## src/rtl/bcd_pkg.sv

```systemverilog
// Shared constants for the cascadable decimal up/down counter digit.
package bcd_pkg;
    localparam int unsigned  SYS_CLK_HZ      = 20_000_000;
    localparam int unsigned  CNT_CLK_MAX_HZ  = 5_000_000;
    localparam int unsigned  DIR_SETUP_NS    = 50;
    localparam int unsigned  SYS_CLK_NS      = 1_000_000_000 / SYS_CLK_HZ;
    // Least times round up to whole system clock cycles.
    localparam int unsigned  DIR_SETUP_CYC   = (DIR_SETUP_NS + SYS_CLK_NS - 1) / SYS_CLK_NS;
    localparam int unsigned  CNT_PERIOD_CYC  = (SYS_CLK_HZ + CNT_CLK_MAX_HZ - 1) / CNT_CLK_MAX_HZ;

    localparam logic [3:0]   DIGIT_MIN       = 4'h0;
    localparam logic [3:0]   DIGIT_MAX       = 4'h9;
    localparam logic [3:0]   DIGIT_RESET     = 4'h0;

    localparam logic [31:0]  CTRL_ADDR       = 32'h0000_0000;
    localparam logic [31:0]  STATUS_ADDR     = 32'h0000_0004;
    localparam int unsigned  CTRL_EN_BIT     = 0;
    localparam logic         CTRL_EN_RESET   = 1'b1;
    localparam int unsigned  STAT_DIGIT_LSB  = 0;
    localparam int unsigned  STAT_NINE_BIT   = 4;
    localparam int unsigned  STAT_ZERO_BIT   = 5;
    localparam logic [1:0]   HTRANS_NONSEQ   = 2'h2;
    localparam logic         HRESP_OKAY      = 1'b0;
endpackage : bcd_pkg

```

## src/rtl/bcd_digit.sv

```systemverilog
// One cascadable decimal up/down counter digit with an AHB-Lite register slave.
`timescale 1ns/100ps

// Overview of operation
// - Hold one decimal digit, count up to 5 MHz.
// - Up or down gate picks counting direction.
// - Both gates and preset gate low: clock pulse changes nothing.
// - Reset, preset gate, one pulse loads bits.
// - Shared clock; advance only if lower digits permit.
// - Digit bits driven directly and isolated copy.
module bcd_digit
    import bcd_pkg::*;
(
    input  wire logic        i_clk_sys,
    input  wire logic        i_rstn,
    input  wire logic        i_count_clk,
    input  wire logic        i_count_up,
    input  wire logic        i_count_down,
    input  wire logic        i_digit_reset_n,
    input  wire logic        i_preset_en,
    input  wire logic [3:0]  i_load_bit_input,
    input  wire logic        i_lower_nine,
    input  wire logic        i_lower_zero,
    output logic      [3:0]  o_digit,
    output logic      [3:0]  o_digit_iso,
    output logic             o_nine,
    output logic             o_zero,
    output logic             o_carry,
    output logic             o_borrow,
    input  wire logic        hsel,
    input  wire logic [31:0] haddr,
    input  wire logic [1:0]  htrans,
    input  wire logic        hwrite,
    input  wire logic [2:0]  hsize,
    input  wire logic [31:0] hwdata,
    input  wire logic        hready,
    output logic      [31:0] hrdata,
    output logic             hreadyout,
    output logic             hresp
);

    logic        count_clk_d;
    logic        count_edge;
    logic        step;
    logic        ctrl_en;
    logic        wr_pend;
    logic [31:0] wr_addr;
    logic [3:0]  next_digit;
    logic        next_carry;
    logic        next_borrow;
    logic        addr_ok;

    // The count clock is a plain synchronous input; its rising edge is one step.
    always_ff @(posedge i_clk_sys) begin
        if (!i_rstn) begin
            count_clk_d <= 1'b0;
        end else begin
            count_clk_d <= i_count_clk;
        end
    end

    // Edge detect, rate
    // Any count clock up to a quarter of the system clock gives one step per edge.
    assign count_edge = i_count_clk & ~count_clk_d;
    assign step       = count_edge & ctrl_en;

    // Direction gates are sampled in the edge cycle; the controller keeps them
    // steady beforehand, so no extra delay stage is spent here.
    always_comb begin
        next_digit  = o_digit;
        next_carry  = 1'b0;
        next_borrow = 1'b0;
        if (!i_digit_reset_n) begin
            next_digit = DIGIT_RESET;
        end else if (step) begin
            if (i_preset_en && !i_count_up && !i_count_down) begin
                next_digit = i_load_bit_input;
            end else if (i_count_up && !i_count_down) begin
                if (i_lower_nine) begin
                    if (o_digit >= DIGIT_MAX) begin
                        next_digit = DIGIT_MIN;
                        next_carry = 1'b1;
                    end else begin
                        next_digit = o_digit + 4'h1;
                    end
                end
            end else if (i_count_down && !i_count_up) begin
                if (i_lower_zero) begin
                    if (o_digit == DIGIT_MIN) begin
                        next_digit  = DIGIT_MAX;
                        next_borrow = 1'b1;
                    end
                    else begin
                        next_digit = o_digit - 4'h1;
                    end
                end
            end
            // Idle gates hold
            // Both gates low with the preset gate low, or both gates high, leaves the digit as it stands.
        end
    end

    always_ff @(posedge i_clk_sys) begin
        if (!i_rstn) begin
            o_digit     <= DIGIT_RESET;
            o_digit_iso <= DIGIT_RESET;
            o_nine      <= 1'b0;
            o_zero      <= 1'b1;
        end else begin
            o_digit     <= next_digit;
            o_digit_iso <= next_digit;
            o_nine      <= (next_digit == DIGIT_MAX);
            o_zero      <= (next_digit == DIGIT_MIN);
        end
    end

    always_ff @(posedge i_clk_sys) begin
        if (!i_rstn) begin
            o_carry  <= 1'b0;
            o_borrow <= 1'b0;
        end else begin
            o_carry  <= next_carry;
            o_borrow <= next_borrow;
        end
    end

    // Bus slave: zero wait states, read data registered in the address phase.
    assign addr_ok = hsel & hready & htrans[1];

    always_ff @(posedge i_clk_sys) begin
        if (!i_rstn) begin
            hreadyout <= 1'b1;
            hresp     <= HRESP_OKAY;
        end else begin
            hreadyout <= 1'b1;
            hresp     <= HRESP_OKAY;
        end
    end

    always_ff @(posedge i_clk_sys) begin
        if (!i_rstn) begin
            wr_pend <= 1'b0;
            wr_addr <= 32'h0000_0000;
        end else begin
            wr_pend <= addr_ok & hwrite;
            if (addr_ok) begin
                wr_addr <= haddr;
            end
        end
    end

    always_ff @(posedge i_clk_sys) begin
        if (!i_rstn) begin
            ctrl_en <= CTRL_EN_RESET;
        end else if (wr_pend && wr_addr == CTRL_ADDR) begin
            ctrl_en <= hwdata[CTRL_EN_BIT];
        end
    end

    // Status reflects the digit as stored at the address phase; a count in that
    // same cycle shows up on the next read.
    always_ff @(posedge i_clk_sys) begin
        if (!i_rstn) begin
            hrdata <= 32'h0000_0000;
        end else if (addr_ok && !hwrite) begin
            hrdata <= 32'h0000_0000;
            if (haddr == CTRL_ADDR) begin
                hrdata[CTRL_EN_BIT] <= ctrl_en;
            end else if (haddr == STATUS_ADDR) begin
                hrdata[STAT_DIGIT_LSB +: 4] <= o_digit;
                hrdata[STAT_NINE_BIT]       <= o_nine;
                hrdata[STAT_ZERO_BIT]       <= o_zero;
            end
        end
    end
endmodule : bcd_digit

```

## config.mk

```make
export PLATFORM = sky130hd
export DESIGN_NAME = bcd_digit
export DESIGN_NICKNAME = d
export VERILOG_FILES = /design/src/rtl/bcd_pkg.sv /design/src/rtl/bcd_digit.sv
export SDC_FILE = /design/constraint.sdc
export NUM_CORES = 1
export LEC_CHECK = 0
export ABC_AREA = 1
export BUFFER_PORTS_ARGS = -buffer_cell sky130_fd_sc_hd__buf_2
export CORE_UTILIZATION = 35
export CTS_CLUSTER_SIZE = 12
export DETAILED_ROUTE_END_ITERATION = 8
export PLACE_DENSITY = 0.75
export SLEW_MARGIN = 20
export SYNTH_ARGS = -nofsm -noshare
export SYNTH_HDL_FRONTEND = slang
export SYNTH_SLANG_ARGS = --single-unit
```

## constraint.sdc

```tcl
create_clock -name i_clk_sys -period 1.3 [get_ports i_clk_sys]
set_input_delay 0 -clock i_clk_sys [delete_from_list [all_inputs] [get_ports i_clk_sys]]
set_output_delay 0 -clock i_clk_sys [all_outputs]
set_load 0.005 [all_outputs]
```

==> reports/results.tsv <==
metric	value	unit
status	complete, but fails checks	
violations	negative setup slack	
cts_root_buf	clkbuf_8	
area_growth	36.31	%
num-nets-final	548	
path_cells	inv_4 > ha_2 > inv_2 > nand3_2 > nand3_2 > nand2_2 > inv_2 > nand3_1 > nand2_1 > nand2_2 > nand2_2 > nor3_2	
clkSlewWorstSetupHoldPaths	0.10	ns
syn_area_per_cell	7.062	sq um
fp.dieArea	7711	sq um
holdPathStages	3	
reg2reg_to	o_nine$_SDFF_PN0_	
path_delay_family	simple AND/OR/NAND/NOR gates	
viasPerCell	4.697	
wl_per_cell	11.99	um
finalSetupViolCount	7	
core	6944	sq um
irDropWorstVdd	0.0005862	V
ys.warnings.count	0	
period_needed	1.439	ns
die_h	87.82	um
clk_path_buf_depth	2	
rows	30	
hold_violations	0	
multiInputGateArea	1364	sq um
crit_path_end_kind	flop	
grt_first_pass_wirelength	11.01	mm
cp.arrival	1.68	ns
startpoint_type	flop	
antenna_found_initial	0	
ios	131	
stdcell_count	557	
placedCellCount	532	
crit_type	reg2reg	
clk_latency	0.31	ns
route.vias.total	2616	
p_leak	0.001646	uW
reg2reg_from	o_digit_iso[1]$_SDFF_PN0_	
cap_violations	0	
reg2reg_depth	12	
synth-seq-area-share	38.06	%
io_buffers	67	
grt_max_degree	29	
die_x	87.82	um
postPlaceCellArea	3027	sq um
cts_tree	yes	
place_ws	-0.1519	ns
min_period_over_period	110.7	%
final_core_util	50.59	%
powerDensity	903.3	nW/um^2
numCtsBuffers	5	
nFillCells	679	
antenna_left	0	
critical_path_buf_inv_count	3	
drt-pass1-iter-count	5	
hold_end	wr_addr[7]$_SDFFE_PN0P_	
drtIter0Drc	178	
dp_hpwl	4.746	mm
area.sequential	994.7	sq um
clock-sinks	49	
syn_area	2577	sq um
drt-total-wl	6.678	mm
path_common_cell	nand2_2	
rsz0062_at_grt	yes	
holdCritPathClass	in2reg	
yosys_register_bits	49	
initial_utilization	37.12	%
finalWeightedCongestion	0.8681	
slowest_delay	0.37	ns
netlist_instances	365	
fmax	694.7	MHz
ys_types	26	
grt_use_total	18.32	%
power	3173	uW
grt_pass1_vias	2490	
fin_area	3513	sq um
crit_required	1.54	ns
drive_above_1_share	33.41	%
finClkSkew	0.01185	ns
reg2reg_setup_slack	-0.14	ns
finalWorstSetupSlack	-0.1394	ns
cpMaxStageDelayCell	dfxtp_4	
num_antenna_cells	0	
critPathMaxFanout	3	
hold_path.startpoint	haddr[7]	
drc	0	
htree_levels	2	
grt_overflow_total	0	
slew_violations	0	
synth_stat cells (all sizes together):
master / number / area (sq um)
buf: 33 / 245.2
o21bai: 1 / 11.26
ha: 3 / 37.54
o21ai: 29 / 145.1
dfxtp: 49 / 980.9
nor2: 37 / 153.9
nand3: 22 / 135.1
nand4: 13 / 81.33
a21oi: 42 / 210.2
nor3b: 1 / 12.51
clkbuf: 10 / 38.78
conb: 2 / 7.510
nor4: 4 / 25.02
inv: 47 / 176.4
nor3: 5 / 35.03
o211ai: 1 / 7.510
nand2: 65 / 266.5
a22oi: 1 / 7.510
flip-flops by register name (all words and copies together) (netlist names):
register	flops
wr_addr	32
hrdata	6
o_digit_iso	4
count_clk_d	1
ctrl_en	1
o_borrow	1
o_carry	1
o_nine	1
o_zero	1
wr_pend	1
worst max-delay path by stage:
| stage | start | endpoint | slack [ns] | cells after the start |
|---|---|---|---|---|
| 2_1_floorplan | o_digit_iso[1]$_SDFF_PN0_ | o_zero$_SDFF_PN1_ | -0.06 | 12 |
| 3_3_place_gp | o_digit_iso[0]$_SDFF_PN0_ | o_zero$_SDFF_PN1_ | -0.11 | 13 |
| 3_5_place_dp | o_digit_iso[1]$_SDFF_PN0_ | o_zero$_SDFF_PN1_ | -0.15 | 12 |
| 4_1_cts | o_digit_iso[1]$_SDFF_PN0_ | o_zero$_SDFF_PN1_ | -0.11 | 12 |
| 5_1_grt | o_digit_iso[1]$_SDFF_PN0_ | o_zero$_SDFF_PN1_ | -0.25 | 11 |
| 6_report | o_digit_iso[1]$_SDFF_PN0_ | o_nine$_SDFF_PN0_ | -0.14 | 12 |
worst register-to-register path: cells and delay by family, from the launching register on:
kind / cells / cell delay (ns)
adder cells (fa/ha/maj): 1 / 0.17
AND/OR/NAND/NOR: 8 / 0.68
buffers and inverters: 3 / 0.15
flip-flops: 1 / 0.37
metal layers:
metal | global-route usage [%] | part of all wire (%) | up-vias
met5 | 0 | 0 | -
met4 | 6.855 | 1.4 | 0
met3 | 3.299 | 4.4 | 9
met2 | 31.50 | 50 | 92
met1 | 22.78 | 44 | 1203
li1 | - | - | 1312
cells in the final DEF, fill, tap and decap left out, types with 5 or more instances in the layout:
| cell type | Yosys | layout |
|---|---|---|
| nor2_1 | 31 | 17 |
| inv_1 | 43 | 36 |
| conb_1 | 2 | 28 |
| inv_2 | 4 | 8 |
| buf_4 | 32 | 28 |
| buf_2 | 1 | 49 |
| dlygate4sd3_1 | 0 | 20 |
| a21oi_1 | 42 | 42 |
| nand2_2 | 9 | 13 |
| dfxtp_1 | 49 | 44 |
| nand3_1 | 17 | 14 |
| dlymetal6s4s_1 | 0 | 8 |
| nand4_1 | 13 | 13 |
| o21ai_0 | 27 | 27 |
| nand3_2 | 5 | 8 |
| nor2_2 | 6 | 19 |
| nand2_1 | 56 | 52 |
| clkbuf_8 | 0 | 5 |
final cells by class:
| cell class | instances | share of cell area, % |
|---|---|---|
| clock buffers | 5 | 1.959 |
| clock inverters | 3 | 0.7479 |
| inverters | 47 | 5.235 |
| multi-input cells | 252 | 38.82 |
| flip-flops and latches | 49 | 28.31 |
| well taps | 96 | 3.419 |
| repair buffers | 105 | 21.51 |
power breakdown:
| group | switching, uW | internal (uW) | leakage, uW |
|---|---|---|---|
| Clock | 563 | 401 | 0.0000495 |
| Combinational | 333 | 287 | 0.00119 |
| Sequential | 35.5 | 1550 | 0.000402 |
| Total | 932 | 2240 | 0.00165 |
metrics by stage:
step / hold slack (ns) / setup TNS [ns]
floorplan: 0.09345 / -0.09995
global placement: 0.2066 / -0.2507
detailed placement: 0.2138 / -0.4749
CTS: 0.0007799 / -0.2840
global route: 0.01018 / -1.072
finish: 0.01044 / -0.3882
what timing repair did:
action                     4_1_cts  5_1_grt
setup endpoints to repair        6       15
pin swaps                        9       24
setup buffers                    7        1
hold endpoints to repair        28        0
hold buffers                    28        0
gates resized for setup         10       40
kinds of logic (layout without fill, tap and decap cells):
logic type,after synthesis,in the layout,share of synthesized area [%]
adder cells (fa/ha/maj),3,3,1.456
flip-flops,49,49,38.06
AO/OA/AOI/OAI,74,74,14.81
buffers and inverters,90,160,17.86
other,2,28,0.2914
AND/OR/NAND/NOR,147,147,27.52
Note: power is estimated with default switching activity, not from simulation.
